`src/logic/rbc_pkg.sv`:
```
// shared constants for the reset, boot and clock configuration block
package rbc_pkg;
    localparam int unsigned LOCK_CYCLES     = 4096;   // input_clock cycles for pll lock
    localparam int unsigned CLK_HZ          = 40000000;
    localparam logic [1:0]  BOOT_SPI_SLAVE  = 2'h0;
    localparam logic [1:0]  BOOT_SPI_MASTER = 2'h1;
    localparam logic [1:0]  BOOT_AMI_EPROM  = 2'h2;
    localparam logic [1:0]  CLKCFG_6        = 2'h0;
    localparam logic [1:0]  CLKCFG_32       = 2'h1;
    localparam logic [1:0]  CLKCFG_16       = 2'h2;
    localparam logic [5:0]  MULT_6          = 6'h06;
    localparam logic [5:0]  MULT_32         = 6'h20;
    localparam logic [5:0]  MULT_16         = 6'h10;
    localparam logic [5:0]  MULT_RST        = 6'h06;
    localparam logic [1:0]  DIV_RST         = 2'h0;
    localparam int unsigned SCAN_LEN        = 8;      // boundary-scan chain length
    localparam logic [3:0]  IR_BYPASS       = 4'hF;
endpackage

```
`src/logic/rbc_top.sv`:
```
// reset sequencing, strap capture, pll setting and test access for the core
`timescale 1ns/1ps
module rbc_top #(
    parameter int unsigned LOCK_CYCLES = rbc_pkg::LOCK_CYCLES,
    parameter int unsigned SCAN_LEN    = rbc_pkg::SCAN_LEN
) (
    input  wire logic       clk,            // input_clock, 40 MHz
    input  wire logic       rst_n,          // processor reset, sync, active low
    input  wire logic [1:0] boot_cfg,       // boot mode straps
    input  wire logic [1:0] clk_cfg,        // clock ratio straps
    input  wire logic       pm_wr,          // power_mgmt_control_reg write strobe
    input  wire logic [5:0] pm_mult,        // written pll multiplier
    input  wire logic [1:0] pm_div,         // written pll divider
    input  wire logic       tck,            // test clock pin
    input  wire logic       trst_n,         // test reset pin, active low
    input  wire logic       tms,            // test mode select pin
    input  wire logic       tdi,            // test data in pin
    output logic            tdo,            // test data out
    output logic            tdo_oe,         // high while tdo driven
    output logic            core_run,       // core may fetch from reset vector
    output logic            pll_locking,    // lock wait in progress
    output logic [1:0]      boot_mode,      // captured boot mode
    output logic [5:0]      pll_mult,       // current pll multiplier
    output logic [1:0]      pll_div,        // current pll divider
    output logic            pm_accepted,    // pulse: pll setting taken
    output logic [3:0]      tap_state       // test state machine state
);
    localparam int unsigned CW = $clog2(LOCK_CYCLES + 1);

    // refuse a lock wait the counter cannot serve
    if (LOCK_CYCLES < 1) begin : g_lock_chk
        $error("lock wait must be at least one cycle");
    end

    typedef enum logic [2:0] {
        S_RESET = 3'b001,
        S_LOCK  = 3'b010,
        S_RUN   = 3'b100
    } rbc_seq_t;

    rbc_seq_t       st_ff, nxt_st;
    logic [CW-1:0]  cnt_ff, nxt_cnt;
    logic [1:0]     boot_ff, nxt_boot;
    logic [5:0]     mult_ff, nxt_mult;
    logic [1:0]     div_ff, nxt_div;
    logic           acc_ff, nxt_acc;
    logic [2:0]     tck_s_ff, trst_s_ff, tms_s_ff, tdi_s_ff;
    logic           tck_q_ff, trst_q_ff, tms_q_ff, tdi_q_ff;
    logic           tck_rise, tck_fall;

    // pin synchronisers; a level is taken once stages two and three agree
    always_ff @(posedge clk) begin
        if (!rst_n) begin
            tck_s_ff  <= 3'h0;
            trst_s_ff <= 3'h0;
            tms_s_ff  <= 3'h7;
            tdi_s_ff  <= 3'h7;
            tck_q_ff  <= 1'b0;
            trst_q_ff <= 1'b0;
            tms_q_ff  <= 1'b1;
            tdi_q_ff  <= 1'b1;
        end else begin
            tck_s_ff  <= {tck_s_ff[1:0], tck};
            trst_s_ff <= {trst_s_ff[1:0], trst_n};
            tms_s_ff  <= {tms_s_ff[1:0], tms};
            tdi_s_ff  <= {tdi_s_ff[1:0], tdi};
            if (tck_s_ff[1] == tck_s_ff[2])   tck_q_ff  <= tck_s_ff[2];
            if (trst_s_ff[1] == trst_s_ff[2]) trst_q_ff <= trst_s_ff[2];
            if (tms_s_ff[1] == tms_s_ff[2])   tms_q_ff  <= tms_s_ff[2];
            if (tdi_s_ff[1] == tdi_s_ff[2])   tdi_q_ff  <= tdi_s_ff[2];
        end
    end

    // test clock edges from the filtered level; the board must idle tck low after power-up
    assign tck_rise = (tck_s_ff[1] == tck_s_ff[2]) && tck_s_ff[2] && !tck_q_ff;
    assign tck_fall = (tck_s_ff[1] == tck_s_ff[2]) && !tck_s_ff[2] && tck_q_ff;

    // lock wait: counter starts from zero after each reset, core held until it ends
    always_comb begin
        nxt_st  = st_ff;
        nxt_cnt = cnt_ff;
        case (st_ff)
            S_RESET: begin
                nxt_cnt = '0;
                nxt_st  = S_LOCK;
            end
            S_LOCK: begin
                nxt_cnt = cnt_ff + CW'(1);
                if (cnt_ff == CW'(LOCK_CYCLES - 1)) nxt_st = S_RUN;
            end
            S_RUN:   nxt_st = S_RUN;
            default: nxt_st = S_RESET;
        endcase
    end

    // straps set start-up ratio and boot mode; software may retune once running
    always_comb begin
        nxt_boot = boot_ff;
        nxt_mult = mult_ff;
        nxt_div  = div_ff;
        nxt_acc  = 1'b0;
        if (st_ff == S_RESET) begin
            // straps are stable across reset release, so sampling in the first cycle after release is safe
            nxt_boot = boot_cfg;
            nxt_div  = rbc_pkg::DIV_RST;
            case (clk_cfg)
                rbc_pkg::CLKCFG_6:  nxt_mult = rbc_pkg::MULT_6;
                rbc_pkg::CLKCFG_32: nxt_mult = rbc_pkg::MULT_32;
                rbc_pkg::CLKCFG_16: nxt_mult = rbc_pkg::MULT_16;
                default:            nxt_mult = rbc_pkg::MULT_6;
            endcase
        end else if (st_ff == S_RUN && pm_wr) begin
            nxt_mult = pm_mult;
            nxt_div  = pm_div;
            nxt_acc  = 1'b1;
        end
    end

    always_ff @(posedge clk) begin
        if (!rst_n) begin
            st_ff   <= S_RESET;
            cnt_ff  <= '0;
            boot_ff <= rbc_pkg::BOOT_SPI_SLAVE;
            mult_ff <= rbc_pkg::MULT_RST;
            div_ff  <= rbc_pkg::DIV_RST;
            acc_ff  <= 1'b0;
        end else begin
            st_ff   <= nxt_st;
            cnt_ff  <= nxt_cnt;
            boot_ff <= nxt_boot;
            mult_ff <= nxt_mult;
            div_ff  <= nxt_div;
            acc_ff  <= nxt_acc;
        end
    end

    // test reset pin forced low is held in tap reset; board pulses it after power-up
    rbc_tap #(
        .LEN        (SCAN_LEN)
    ) u_tap (
        .clk        (clk),
        .rst_n      (rst_n),
        .trst_n     (trst_q_ff),
        .tck_rise   (tck_rise),
        .tck_fall   (tck_fall),
        .tms        (tms_q_ff),
        .tdi        (tdi_q_ff),
        .tdo        (tdo),
        .tdo_oe     (tdo_oe),
        .tap_state  (tap_state)
    );

    assign core_run    = (st_ff == S_RUN);
    assign pll_locking = (st_ff == S_LOCK);
    assign boot_mode   = boot_ff;
    assign pll_mult    = mult_ff;
    assign pll_div     = div_ff;
    assign pm_accepted = acc_ff;
endmodule

```
`src/logic/rbc_tap.sv`:
```
// boundary-scan tap controller with a bypass bit and a scan chain
`timescale 1ns/1ps
module rbc_tap #(
    parameter int unsigned LEN = rbc_pkg::SCAN_LEN
) (
    input  wire logic           clk,        // system clock
    input  wire logic           rst_n,      // sync reset, active low
    input  wire logic           trst_n,     // synchronised test reset, active low
    input  wire logic           tck_rise,   // one-cycle pulse on test clock rise
    input  wire logic           tck_fall,   // one-cycle pulse on test clock fall
    input  wire logic           tms,        // synchronised test mode select
    input  wire logic           tdi,        // synchronised test data in
    output logic                tdo,        // test data out
    output logic                tdo_oe,     // high while shifting
    output logic [3:0]          tap_state   // current tap state
);
    // the shift slice below needs at least two chain bits
    if (LEN < 2) begin : g_len_chk
        $error("scan length must be at least two");
    end

    typedef enum logic [3:0] {
        RESET = 4'h0, IDLE = 4'h1, SEL_DR = 4'h2, CAP_DR = 4'h3, SH_DR = 4'h4, EX1_DR = 4'h5,
        PA_DR = 4'h6, EX2_DR = 4'h7, UP_DR = 4'h8, SEL_IR = 4'h9, CAP_IR = 4'hA, SH_IR = 4'hB,
        EX1_IR = 4'hC, PA_IR = 4'hD, EX2_IR = 4'hE, UP_IR = 4'hF
    } rbc_tap_t;

    rbc_tap_t           st_ff, nxt_st;
    logic [LEN-1:0]     chain_ff, nxt_chain;
    logic [3:0]         ir_ff, nxt_ir, irs_ff, nxt_irs;
    logic               byp_ff, nxt_byp, tdo_ff, nxt_tdo;

    // state walk on tms at each test clock rise; trst forces reset
    always_comb begin
        nxt_st = st_ff;
        if (!trst_n) begin
            nxt_st = RESET;
        end else if (tck_rise) begin
            case (st_ff)
                RESET:   nxt_st = tms ? RESET  : IDLE;
                IDLE:    nxt_st = tms ? SEL_DR : IDLE;
                SEL_DR:  nxt_st = tms ? SEL_IR : CAP_DR;
                CAP_DR:  nxt_st = tms ? EX1_DR : SH_DR;
                SH_DR:   nxt_st = tms ? EX1_DR : SH_DR;
                EX1_DR:  nxt_st = tms ? UP_DR  : PA_DR;
                PA_DR:   nxt_st = tms ? EX2_DR : PA_DR;
                EX2_DR:  nxt_st = tms ? UP_DR  : SH_DR;
                UP_DR:   nxt_st = tms ? SEL_DR : IDLE;
                SEL_IR:  nxt_st = tms ? RESET  : CAP_IR;
                CAP_IR:  nxt_st = tms ? EX1_IR : SH_IR;
                SH_IR:   nxt_st = tms ? EX1_IR : SH_IR;
                EX1_IR:  nxt_st = tms ? UP_IR  : PA_IR;
                PA_IR:   nxt_st = tms ? EX2_IR : PA_IR;
                EX2_IR:  nxt_st = tms ? UP_IR  : SH_IR;
                UP_IR:   nxt_st = tms ? SEL_DR : IDLE;
                default: nxt_st = RESET;
            endcase
        end
    end

    // data and instruction shifting; bypass unless ir selects the chain
    always_comb begin
        nxt_chain = chain_ff;
        nxt_ir    = ir_ff;
        nxt_irs   = irs_ff;
        nxt_byp   = byp_ff;
        nxt_tdo   = tdo_ff;
        if (!trst_n || st_ff == RESET) begin
            nxt_ir = rbc_pkg::IR_BYPASS;
        end else if (tck_rise) begin
            case (st_ff)
                CAP_DR:  nxt_byp = 1'b0;
                SH_DR: begin
                    nxt_chain = {tdi, chain_ff[LEN-1:1]};
                    nxt_byp   = tdi;
                end
                CAP_IR:  nxt_irs = 4'h1;
                SH_IR:   nxt_irs = {tdi, irs_ff[3:1]};
                UP_IR:   nxt_ir  = irs_ff;
                default: nxt_byp = byp_ff;
            endcase
        end
        // tdo changes on the falling test clock edge
        if (tck_fall) begin
            if (st_ff == SH_IR) nxt_tdo = irs_ff[0];
            else if (ir_ff == rbc_pkg::IR_BYPASS) nxt_tdo = byp_ff;
            else nxt_tdo = chain_ff[0];
        end
    end

    always_ff @(posedge clk) begin
        if (!rst_n) begin
            st_ff    <= RESET;
            chain_ff <= '0;
            ir_ff    <= rbc_pkg::IR_BYPASS;
            irs_ff   <= 4'h0;
            byp_ff   <= 1'b0;
            tdo_ff   <= 1'b0;
        end else begin
            st_ff    <= nxt_st;
            chain_ff <= nxt_chain;
            ir_ff    <= nxt_ir;
            irs_ff   <= nxt_irs;
            byp_ff   <= nxt_byp;
            tdo_ff   <= nxt_tdo;
        end
    end

    assign tdo       = tdo_ff;
    assign tdo_oe    = (st_ff == SH_DR) || (st_ff == SH_IR);
    assign tap_state = st_ff;
endmodule

```
`config.mk`:
```
export PLATFORM = sky130hd
export DESIGN_NAME = rbc_top
export DESIGN_NICKNAME = d
export VERILOG_FILES = /design/src/logic/rbc_pkg.sv /design/src/logic/rbc_top.sv /design/src/logic/rbc_tap.sv
export SDC_FILE = /design/constraint.sdc
export NUM_CORES = 1
export LEC_CHECK = 0
export BUFFER_PORTS_ARGS = -buffer_cell sky130_fd_sc_hd__buf_2
export CORE_MARGIN = 5
export CORE_UTILIZATION = 60
export CTS_CLUSTER_DIAMETER = 40
export DETAILED_ROUTE_END_ITERATION = 7
export HOLD_SLACK_MARGIN = 0.03
export PLACE_DENSITY_LB_ADDON = 0.1
export SETUP_SLACK_MARGIN = 0.3
export SKIP_CTS_REPAIR_TIMING = 1
export SLEW_MARGIN = 20
export SYNTH_ARGS = -nofsm -noshare
export SYNTH_HDL_FRONTEND = slang
export SYNTH_HIERARCHICAL = 1
export SYNTH_SLANG_ARGS = --single-unit
```
`constraint.sdc`:
```
create_clock -name clk -period 3.6 [get_ports clk]
set_input_delay 0.18 -clock clk [delete_from_list [all_inputs] [get_ports clk]]
set_output_delay 0.18 -clock clk [all_outputs]
set_load 0.05 [all_outputs]
```
Yosys cells after proc, flatten, opt, wreduce, memory -nomap -nowiden --
Cells that the tools add are included.
Cells by class: add/sub/neg operators 1, equality and inequality tests 27, mux-type cells 24, bitwise logic cells 2, reductions and logical operators 25
Operator list (number):
- $pmux W4 S12 | 1
- $eq A4 B4 Y1 const B | 9
- $pmux W13 S2 | 1
- $eq A4 B3 Y1 const B | 4
- $mux W4 | 4
- $add A13 B1 Y13 const B | 1
- $eq A13 B12 Y1 const B | 1
- $mux W6 | 2
- $pmux W6 S2 | 1
- $mux W3 | 3
- $pmux W3 S3 | 1
- $reduce_and A3 Y1 | 3
- $eq A4 B2 Y1 const B | 2
- $pmux W4 S2 | 1
- $reduce_bool A2 Y1 | 4
- $reduce_or A2 Y1 | 4
- $mux W1 | 6
- $mux W2 | 3
- $logic_and A1 B1 Y1 | 5
- $eq A1 B1 Y1 | 4
- $eq A4 B1 Y1 const B | 1
- $logic_not A4 Y1 | 1
- $reduce_and A2 Y1 | 2
- $eq A3 B1 Y1 const B | 1
- 10 further kinds | 14
Word-level totals: flip-flop bits (word level) 65, input port bits 19, output and inout bits 19, word-level logic and storage cells 99

Depth between registers and ports, before layout --
Gate-level depths: netlist of the first run.
word-level depth 4, depth in mapped cells 7, gate-level depth less buffers 6

Cells and area by module --
Netlist of the first run, hierarchy kept.
Modules (own cells, without submodules):
- rbc_top | times used 1, cells each 182, area an instance 1707.9 sq um, sequential area each 860.8 sq um
- rbc_tap | times used 1, cells each 134, area an instance 1129.8 sq um, sequential area each 440.4 sq um

Worst setup path before layout of the first run --
OpenSTA, ideal clock, no wires.
kind reg-to-output, start register u_tap.st_ff[0], in the netlist u_tap/tap_state[0], end output port tdo_oe, arrival time 2.328 ns, data required time 3.420 ns, slack 1.092 ns, stages on the path, launching flop included 5, buffers on the path 3, cell sequence dfxtp_1 > buf_2 > clkbuf_1 > buf_1 > o31ai_1
On the way: word-level cells in the longest chain between the ends 2, elaborated cells between the ends (all ways) 3, classes of those cells 2 x eq/ne; 1 x reduce/logical
RTL lines:
- start, declared | line rbc_tap.sv:28 | rbc_tap_t st_ff, nxt_st;
- start signal, assigned | line rbc_tap.sv:100 | st_ff <= nxt_st;
- $eq A4 B3 Y1 or $eq A4 B4 Y1 (tied branches) | line rbc_tap.sv:110 | assign tdo_oe = (st_ff == SH_DR) || (st_ff == SH_IR);
- $logic_or A1 B1 Y1 (*) | line rbc_tap.sv:110
- end, declared | line rbc_top.sv:19 | output logic tdo_oe,
Mark *: on every way between the ends. The rest lies on a longest branch, timed or not.

Worst setup path in the final report of the first run --
start register tck_s_ff[2], end register u_tap.chain_ff[2]
On the way: word-level cells in the longest chain between the ends 4
RTL lines:
- start, declared | line rbc_top.sv:47 | logic [2:0] tck_s_ff, trst_s_ff, tms_s_ff, tdi_s_ff;
- start signal, assigned | line rbc_top.sv:63 | tck_s_ff <= {tck_s_ff[1:0], tck};
- $eq A1 B1 Y1 | line rbc_top.sv:75 | assign tck_rise = (tck_s_ff[1] == tck_s_ff[2]) && tck_s_ff[2] && !tck_q_ff;
- $logic_and A1 B1 Y1 (*) (2 in series) | line rbc_top.sv:75
- net tck_rise | line rbc_top.sv:49 | logic tck_rise, tck_fall;
- $reduce_and A3 Y1 (no line) (*)
- end signal, assigned | line rbc_tap.sv:101 | chain_ff <= nxt_chain;
- end, declared | line rbc_tap.sv:29 | logic [LEN-1:0] chain_ff, nxt_chain;
The timed path passes the listed nets; every way through them passes the cells marked *. A chain may end at the register's enable or synchronous reset.

==> results of run 1 <==
## cells by family (layout without fill, tap and decap cells)
kind of cell,Yosys count,in the layout,synth area share
flops,65,65,0.459
buf+inv,30,66,0.0423
fa+ha+maj,5,5,0.0220
compound gates,71,71,0.161
mux,18,18,0.0639
simple gates,127,127,0.252
## where the power goes
group	internal (mW)	switching, mW	leakage (nW)
logic	0.0395	0.0855	0.666
registers	0.738	0.00966	0.528
clock network	0.352	0.262	0.102
total	1.13	0.358	1.30
## worst min-delay path by stage
| stage | start | end | slack (ns) | depth (start not counted) |
|---|---|---|---|---|
| after global routing | tck | tck_s_ff[0] | 0.04 | 2 |
| final | tck | tck_s_ff[0] | 0.05 | 2 |
| after detailed placement | tms | tms_s_ff[0] | 0.36 | 2 |
| after CTS | tms | tms_s_ff[0] | 0.007 | 2 |
| after floorplan | tdi | tdi_s_ff[0] | 0.28 | 1 |
| after global placement | tdi | tdi_s_ff[0] | 0.36 | 2 |
## per-layer routing
metal | up-vias | track usage | part of all wire
li1 | 1184 | - | -
met1 | 1068 | 0.223 | 0.44
met2 | 55 | 0.329 | 0.49
met3 | 12 | 0.0624 | 0.054
met4 | 0 | 0.0787 | 0.017
met5 | - | 0 | 0
## flip-flops by register name (all words and copies together), names as in the netlist, 2 cells and up
signal	count
cnt_ff	13
tck_s_ff	3
u_tap/ir_ff	4
u_tap/tap_state	4
boot_mode	2
trst_s_ff	3
u_tap/irs_ff	4
st_ff	3
pll_mult	6
pll_div	2
tms_s_ff	3
tdi_s_ff	3
u_tap/chain_ff	8
## worst register-to-register path, cell delays in order (launching register included)
cell and delay [ns]:
dfxtp_1 0.35, ha_1 0.14, nor2b_1 0.60, nand2b_1 0.21, nor4_4 0.54, mux2i_1 0.27, nor2b_1 0.06
## synth_stat cells (all sizes together), types with 2 or more instances
master	n
o211a	2
nor2	16
nand4	7
o31ai	3
dfxtp	65
nor3	2
mux2i	17
o211ai	2
and2	7
ha	5
clkbuf	14
o41ai	2
and4	4
o21ai	15
nor4	3
nor2b	14
a31oi	5
a21boi	6
a211oi	2
nand2	30
or3b	2
nand4b	2
inv	11
and3	2
buf	5
a21oi	20
nand2b	11
nand3	21
nor3b	2
o21a	4
## final cells by class
| cell class | instances | share of cell area |
|---|---|---|
| clock buffers | 12 | 0.0480 |
| clock inverters | 3 | 0.0124 |
| inverters | 11 | 0.0128 |
| multi-input cells | 221 | 0.438 |
| flip-flops and latches | 65 | 0.402 |
| well taps | 54 | 0.0209 |
| repair buffers | 40 | 0.0658 |
==> summary.txt, run 1 <==
Timing
  • Worst clock skew: 0.00863 ns
  • Final worst-path cycle share: 0.634
  • Setup slack after layout: 1.32 ns
  • Tmin final: 2.28 ns
  • RSZ-0062 raised after global routing: no
  • Setup-failing EPs final: 0
  • Worst slew margin: 0.460
  • Fin. Hold Viols: 0
  • Worst slew pin tran: 0.809 ns
  • Max-slew violation count: 0
  • Fmax: 0.438 GHz
  • Smallest hold slack: 0.0486 ns
  • Setup TNS: 0 ns

Synthesis
  • Top FF cell, synth: dfxtp_1
  • Area contributors post-synth: dfxtp_1, mux2i_1, nand2_1, nand3_1, a21oi_1
  • Synthesized cell area: 2840 sq um
  • Area leader, netlist: dfxtp_1
  • Avg Cell Area, Syn: 8.98 sq um
  • Yosys top cell area share: 0.459
  • Synth cell types: 56
  • Post-synth EDFFs: 0
  • Async S/R FF share, synth: 0
  • FF+latch count, synth: 65
  • Syn_nets: 340
  • Gate Count Post-Synth: 316
  • Sequential-to-total area share from yosys stat: 0.459
  • Synth warnings: 6

Finish
  • Layout cell share with drive strength beyond 1: 0.179
  • Area Growth Syn to Fin: 14.0%
  • Fill cell count: 379
  • Area taken by multi-input logic gates: 1420 sq um
  • Ant. Diodes: 0
  • Most frequent cells in the layout: dfxtp_1, buf_2, nand2_1
  • Reg area: 1300 sq um
  • Nets: 372
  • Layout Cells excl Fill: 406
  • Final Cell Area: 3230 sq um
  • Most common cell after layout, fill and taps aside: dfxtp_1
  • Final core utilization: 0.694

Pwr
  • Peak VDD IR: 0.343 mV
  • Power consumption: 1.49 mW
  • Power Density: 460 nW/um^2
  • Leak: 1.30 nW

Flow run
  • Maxcap violations: 0

Clock tree
  • Skew-Pair Late Insertion Delay: 0.34 ns
  • TritonCTS Sinks: 65
  • CTS tree: yes
  • CTS buffer count: 9
  • H-tree depth: 3
  • Bufs on Longest Clock Path: 2
  • Root buffer cell: clkbuf_8
  • Reg clk slew, reported paths: 0.07 ns

GRT
  • Initial antenna violation count: 0
  • Pin count of the biggest net entering global routing: 45
  • Total congestion overflow: 0
  • First-pass GRT wire length: 9.50 mm
  • Vias in the first global route: 2181
  • GRT Total Usage: 0.193

Critical path
  • Reg-to-reg slack, setup: 1.32 ns
  • Setup CP Type: register to register
  • Cell mode on critical path: nor2b_1
  • Reg2reg start: tck_s_ff[2]
  • Cell chain of the critical path: ha_1 -> nor2b_1 -> nand2b_1 -> nor4_4 -> mux2i_1 -> nor2b_1
  • Crit-path max cell delay: 0.60 ns
  • Crit path DAT: 2.51 ns
  • CP Launch Type: register
  • Worst Reg-to-Reg Cells: 6
  • Buf/Inv on CP: 0
  • Critical-path top delay cell: nor2b_1
  • CP endpoint kind: register
  • Worst-path maximum fanout: 13
  • Worst Setup EP: u_tap/chain_ff[2]
  • Worst path depth: 6
  • Required @ worst endpoint: 3.83 ns
  • Delay-heaviest family, CP: simple AND/OR/NAND/NOR gates
  • CP startpoint: tck_s_ff[2]
  • RR Endpoint: u_tap/chain_ff[2]

Floorplan
  • Core Area: 4660 sq um
  • Die area: 6200 sq um
  • Die Height: 78.8 um
  • Die width: 78.8 um
  • Cell Rows: 25
  • Total I/O pin count: 38
  • Initial Utilization: 0.609

Route
  • # DRC: 0
  • Antenna-violating nets left: 0
  • WL per Instance: 13.3 um
  • Via density: 5.71
  • DR pass1 iterations: 5
  • Drt first-iter violations: 95
  • WL final: 5.42 mm
  • Via count: 2319

Placement
  • Worst slack at placement: 1.33 ns
  • IO Port Bufs: 37
  • GP Congestion: 0.834
  • HPWL Detailed: 3.69 mm
  • Dpl cell area: 3020 sq um
  • Placed cells: 389

Min path
  • Worst hold path class: primary input to register

Outcome
  • Status: complete, no violations
Note: power is estimated with default switching activity, not from simulation.
==> run 2: changes to the inputs <==
--- a/config.mk
+++ b/config.mk
@@ -7,7 +7,7 @@
 export LEC_CHECK = 0
 export BUFFER_PORTS_ARGS = -buffer_cell sky130_fd_sc_hd__buf_2
 export CORE_MARGIN = 5
-export CORE_UTILIZATION = 60
+export CORE_UTILIZATION = 51
 export CTS_CLUSTER_DIAMETER = 40
 export DETAILED_ROUTE_END_ITERATION = 7
 export HOLD_SLACK_MARGIN = 0.03
==> constraint.sdc (replaced) <==
create_clock -name clk -period 1.9 [get_ports clk]
set_input_delay 0.095 -clock clk [delete_from_list [all_inputs] [get_ports clk]]
set_output_delay 0.095 -clock clk [all_outputs]
set_load 0.05 [all_outputs]
==> run 2 against run 1 <==
Net effect: final cell count grew 8.9%; worst setup slack lost 1.1 ns; first-iteration DRC count grew 7.4%; sequential power grew 90%; clock power grew 63%.
==> summary.txt, run 2 (synthesis results as in run 1) <==
Clock tree
  • CTS tree: yes
  • Root buffer cell: clkbuf_8
  • Reg clk slew, reported paths: 0.07 ns (about the same)
  • Skew-Pair Late Insertion Delay: 0.34 ns (about the same)
  • Bufs on Longest Clock Path: 2 (unchanged)
  • H-tree depth: 3 (unchanged)
  • TritonCTS Sinks: 65 (unchanged)
  • CTS buffer count: 9 (unchanged)

GRT
  • Total congestion overflow: 0 (unchanged)
  • GRT met3 Usage: 0.0520 (-0.0103)
  • GR Util met1: 0.210 (-0.0125)
  • Most used routing layer: met2
  • Initial antenna violation count: 0 (unchanged)
  • GR Util met2: 0.259 (-0.0694)
  • GRT Total Usage: 0.168 (-0.0251)
  • Pin count of the biggest net entering global routing: 31 (-31%)
  • First-pass GRT wire length: 9.87 mm (+3.9%)
  • Vias in the first global route: 2183 (+0.092%)

Placement
  • Worst slack at placement: 0.173 ns (-1.15 ns)
  • HPWL Detailed: 3.78 mm (+2.5%)
  • Dpl cell area: 3100 sq um (+2.8%)
  • GP Congestion: 0.771 (-7.5%)
  • IO Port Bufs: 37 (unchanged)

Timing
  • RSZ-0062 raised after global routing: yes
  • Worst clock skew: 0.0103 ns (+0.00164 ns)
  • Max-slew violation count: 0 (unchanged)
  • Fmax: 0.608 GHz
  • Fin. Hold Viols: 0 (unchanged)
  • Setup slack after layout: 0.256 ns (-1.06 ns)
  • Setup-failing EPs final: 0 (unchanged)
  • Setup TNS: 0 ns (unchanged)
  • Smallest hold slack: 0.00219 ns (-0.0464 ns)
  • Final worst-path cycle share: 0.865
  • Worst slew pin tran: 0.590 ns (-0.219 ns)
  • Tmin final: 1.64 ns
  • Worst slew margin: 0.606 (+0.147)

Pwr
  • Leak: 1.40 nW (+8.2%)
  • Power Density: 766 nW/um^2 (+67%)
  • Peak VDD IR: 0.563 mV (+64%)

Finish
  • Final Cell Area: 3520 sq um (+8.7%)
  • Most common cell after layout, fill and taps aside: dfxtp_1
  • Ant. Diodes: 0 (unchanged)
  • Max reg flops: 13 (unchanged)
  • Layout cell share with drive strength beyond 1: 0.257 (+0.0778)
  • Most flop-heavy register: cnt_ff
  • Nets: 390 (+4.8%)
  • Most frequent cells in the layout: dfxtp_1, buf_2, nand2_1
  • Area Growth Syn to Fin: 23.9%
  • Final core utilization: 0.642 (-0.0515)
  • Fill cell count: 473 (+25%)

Floorplan
  • Core Area: 5470 sq um (+17%)
  • Initial Utilization: 0.519 (-0.0903)
  • Die area: 7160 sq um (+15%)
  • Die width: 84.6 um (+7.4%)
  • Total I/O pin count: 38 (unchanged)
  • Cell Rows: 27 (+8.0%)
  • Die Height: 84.6 um (+7.4%)

Critical path
  • CP endpoint kind: primary output
  • Setup CP Type: register to primary output
  • CP Launch Type: register
  • Worst-path maximum fanout: 10 (-3)
  • Required @ worst endpoint: 1.80 ns (-2.03 ns)
  • Crit path DAT: 1.55 ns (-0.96 ns)

Route
  • Via density: 5.43 (-4.9%)
  • Via count: 2402 (+3.6%)
  • Antenna-violating nets left: 0 (unchanged)
  • DR pass1 iterations: 5 (unchanged)
  • # DRC: 0 (unchanged)
  • Drt first-iter violations: 102 (+7.4%)
  • WL final: 6.09 mm (+12%)
  • WL per Instance: 13.8 um (+3.2%)

Outcome
  • Status: complete, no violations

Min path
  • Worst hold path class: primary input to register

Flow run
  • Maxcap violations: 0 (unchanged)
run 2: cell count changes in the layout (fill, tap and decap cells not counted), moves of 4 or more:
cell and delta:
dfxtp_1 -10, buf_4 +8, dlygate4sd3_1 +7, dfxtp_2 +6, buf_6 +4, dfxtp_4 +4
run 2: where the power goes:
part,internal [mW],switching [mW],leakage (nW)
clock network,0.498,0.500,0.0822
logic,0.104,0.176,0.787
registers,1.39,0.0214,0.534
total,2.00,0.697,1.40
run 2: layout make-up:
type	count	area (sq um)	share of cell area
clock buffer	12	145	0.0413
clock inverter	3	17.5	0.00498
sequential	65	1320	0.377
inverter	11	43.8	0.0125
tap	72	90.1	0.0256
timing repair buffer	58	385	0.110
multi-input combinational	221	1510	0.430
run 2: final timing paths:
check | from | end | depth (start not counted) | slack, ns
worst max-delay path | st_ff[1] | pll_locking | 4 | 0.26
worst min-delay path | boot_cfg[1] | boot_mode[1] | 3 | 0.002
worst max register to register | st_ff[1] | cnt_ff[12] | 5 | 0.29
worst min register to register | tdi_s_ff[0] | tdi_s_ff[1] | 1 | 0.40
run 2: critical path, stage by stage, from the launching register on:
cell,delay [ns]
dfxtp_4,0.37
or3b_4,0.42
inv_4,0.08
buf_4,0.16
buf_6,0.17
run 2: metrics by stage:
step / power [mW] / instances
floorplan: 1.63 / 316
global placement: 1.69 / 411
detailed placement: 1.70 / 411
CTS: 2.70 / 426
global route: 2.82 / 442
finish: 2.69 / 442
run 2: routing by layer:
| metal | part of all wire | up-vias | wire length (um) |
|---|---|---|---|
| li1 | - | 1223 | - |
| met1 | 0.46 | 1119 | 2800 |
| met2 | 0.47 | 49 | 2870 |
| met3 | 0.048 | 11 | 294 |
| met4 | 0.021 | 0 | 129 |
| met5 | 0 | - | 0 |
==> run 3: changes to the inputs <==
==> constraint.sdc (replaced) <==
create_clock -name clk -period 1.4 [get_ports clk]
set_input_delay 0.07 -clock clk [delete_from_list [all_inputs] [get_ports clk]]
set_output_delay 0.07 -clock clk [all_outputs]
set_load 0.05 [all_outputs]
==> run 3 against run 2 <==
Net effect: the flow now finishes with violations (setup timing); worst setup slack worse by 0.39 ns; core utilization up 16 points; critical path depth unchanged; final cell count up 12%; design area up 25%; worst hold slack better by 0.020 ns; sequential cell count unchanged; clock-buffer cell count unchanged; non-clock buffer count up 53; largest power group unchanged.
==> summary.txt, run 3 (synthesis results as in run 1) <==
Clock tree
  • TritonCTS Sinks: 65 (unchanged)
  • Bufs on Longest Clock Path: 2 (unchanged)
  • CTS tree: yes
  • H-tree depth: 3 (unchanged)
  • CTS buffer count: 9 (unchanged)
  • Skew-Pair Late Insertion Delay: 0.34 ns (about the same)
  • Root buffer cell: clkbuf_8
  • Reg clk slew, reported paths: 0.07 ns (about the same)

GRT
  • Total congestion overflow: 0 (unchanged)
  • GRT Total Usage: 0.177 (+0.00964)
  • First-pass GRT wire length: 10.4 mm (+5.7%)
  • Initial antenna violation count: 0 (unchanged)
  • Vias in the first global route: 2348 (+7.6%)
  • Pin count of the biggest net entering global routing: 29 (-6.5%)

Timing
  • Setup-failing EPs final: 23 (+23)
  • Max-slew violation count: 0 (unchanged)
  • Setup slack after layout: -0.138 ns (-0.394 ns)
  • Final worst-path cycle share: 1.10
  • Worst slew pin tran: 0.480 ns (-0.110 ns)
  • RSZ-0062 raised after global routing: yes
  • Worst slew margin: 0.680 (+0.0735)
  • Smallest hold slack: 0.0219 ns (+0.0197 ns)
  • Fin. Hold Viols: 0 (unchanged)
  • Tmin final: 1.54 ns
  • Fmax: 0.650 GHz
  • Worst clock skew: 0.0126 ns (+0.00234 ns)

Finish
  • Final Cell Area: 4390 sq um (+25%)
  • Reg area: 1330 sq um (+0.38%)
  • Area taken by multi-input logic gates: 1800 sq um (+19%)
  • Nets: 443 (+14%)
  • Area Growth Syn to Fin: 54.8%
  • Max reg flops: 13 (unchanged)
  • Fill cell count: 336 (-29%)
  • Layout cell share with drive strength beyond 1: 0.465 (+0.208)
  • Most common cell after layout, fill and taps aside: dfxtp_1
  • Most flop-heavy register: cnt_ff
  • Most frequent cells in the layout: dfxtp_1, buf_4, buf_2
  • Ant. Diodes: 0 (unchanged)

Route
  • Via density: 5.48 (+0.87%)
  • Antenna-violating nets left: 0 (unchanged)
  • DR pass1 iterations: 4 (-1)
  • Via count: 2719 (+13%)
  • WL per Instance: 14.9 um (+8.5%)
  • WL final: 7.42 mm (+22%)
  • # DRC: 0 (unchanged)
  • Drt first-iter violations: 117 (+15%)

Pwr
  • Leak: 1.80 nW (+29%)
  • Peak VDD IR: 0.825 mV (+47%)
  • Power consumption: 3.93 mW (+46%)
  • Power Density: 895 nW/um^2 (+17%)

Critical path
  • Crit-path max cell delay: 0.43 ns (about the same)
  • Worst Reg-to-Reg Cells: 8 (+3)
  • Buf/Inv on CP: 3 (unchanged)
  • Required @ worst endpoint: 1.33 ns (-0.47 ns)
  • Critical-path top delay cell: or3b_4
  • Reg2reg start: tck_s_ff[1]
  • Setup CP Type: register to primary output
  • Delay-heaviest family, CP: simple AND/OR/NAND/NOR gates
  • CP startpoint: st_ff[2]
  • CP endpoint kind: primary output
  • Reg-to-reg slack, setup: -0.12 ns (-0.41 ns)
  • Crit path DAT: 1.47 ns (-0.08 ns)
  • Worst path depth: 4 (unchanged)
  • Cell chain of the critical path: or3b_4 -> inv_4 -> buf_6 -> buf_8
  • Worst-path maximum fanout: 7 (-3)
  • CP Launch Type: register
  • RR Endpoint: u_tap/chain_ff[3]

Outcome
  • Failing checks: setup timing
  • Status: finished with violations

Placement
  • IO Port Bufs: 37 (unchanged)
  • GP Congestion: 0.822 (+6.6%)
  • Dpl cell area: 3500 sq um (+13%)
  • HPWL Detailed: 4.41 mm (+17%)

Floorplan
  • Cell Rows: 27 (unchanged)
  • Core Area: 5470 sq um (unchanged)
  • Die width: 84.6 um (unchanged)
  • Die area: 7160 sq um (unchanged)
  • Initial Utilization: 0.519 (unchanged)
  • Total I/O pin count: 38 (unchanged)
  • Die Height: 84.6 um (unchanged)

Min path
  • Hold_sp: pm_mult[4]
  • Hold path cells: 3 (unchanged)
  • Worst hold path class: primary input to register
  • Hold-critical path endpoint: pll_mult[4]

Flow run
  • Maxcap violations: 0 (unchanged)
-- run 3: cell types whose count changed in the layout (fill, tap and decap cells not counted), sizes merged --
cell / delta
dlygate4sd3: +2
buf: +49
clkinvlp: -1
clkinv: +2
clkbuf: +2
-- run 3: how the worst max path moves through the flow --
stage	slack (ns)	endpoint
floorplan	-0.15	u_tap/chain_ff[0]
finish	-0.14	pll_locking
global placement	-0.09	cnt_ff[8]
global route	-0.21	u_tap/chain_ff[5]
detailed placement	-0.12	cnt_ff[8]
CTS	-0.34	pll_locking
-- run 3: power breakdown --
group          total, mW  switching [mW]  internal [mW]  leakage, nW
clock               1.45           0.707          0.740       0.0963
combinational      0.566           0.316          0.250         1.17
sequential          1.92          0.0250           1.89        0.534
total               3.93            1.05           2.88         1.80
-- run 3: layout make-up --
class | count | area share
tap | 72 | 0.0205
timing repair buffer | 111 | 0.216
sequential | 65 | 0.303
inverter | 11 | 0.00997
clock inverter | 4 | 0.00627
multi-input combinational | 221 | 0.410
clock buffer | 12 | 0.0353
-- run 3: tightest hold or removal path: cells and delay by family --
family	cells	cell delay [ns]
AOI/OAI and AO/OA	1	0.12
buffers and inverters	1	0.07
muxes	1	0.05
-- run 3: per-layer routing --
metal | wire length, um | part of all wire | global-route usage
met5 | 0 | 0 | 0
met3 | 418 | 0.056 | 0.0491
met4 | 182 | 0.025 | 0.0791
met2 | 3710 | 0.50 | 0.290
met1 | 3110 | 0.42 | 0.217
-- run 3: stage by stage --
stage	cells	utilization	setup TNS [ns]	setup WS [ns]
6_report	496	0.802	-1.55	-0.138
5_1_grt	496	0.802	-3.70	-0.215
4_1_cts	463	0.674	-2.83	-0.339
3_5_place_dp	447	0.640	-1.63	-0.120
3_3_place_gp	447	0.640	-0.890	-0.0896
2_1_floorplan	316	-	-2.27	-0.148
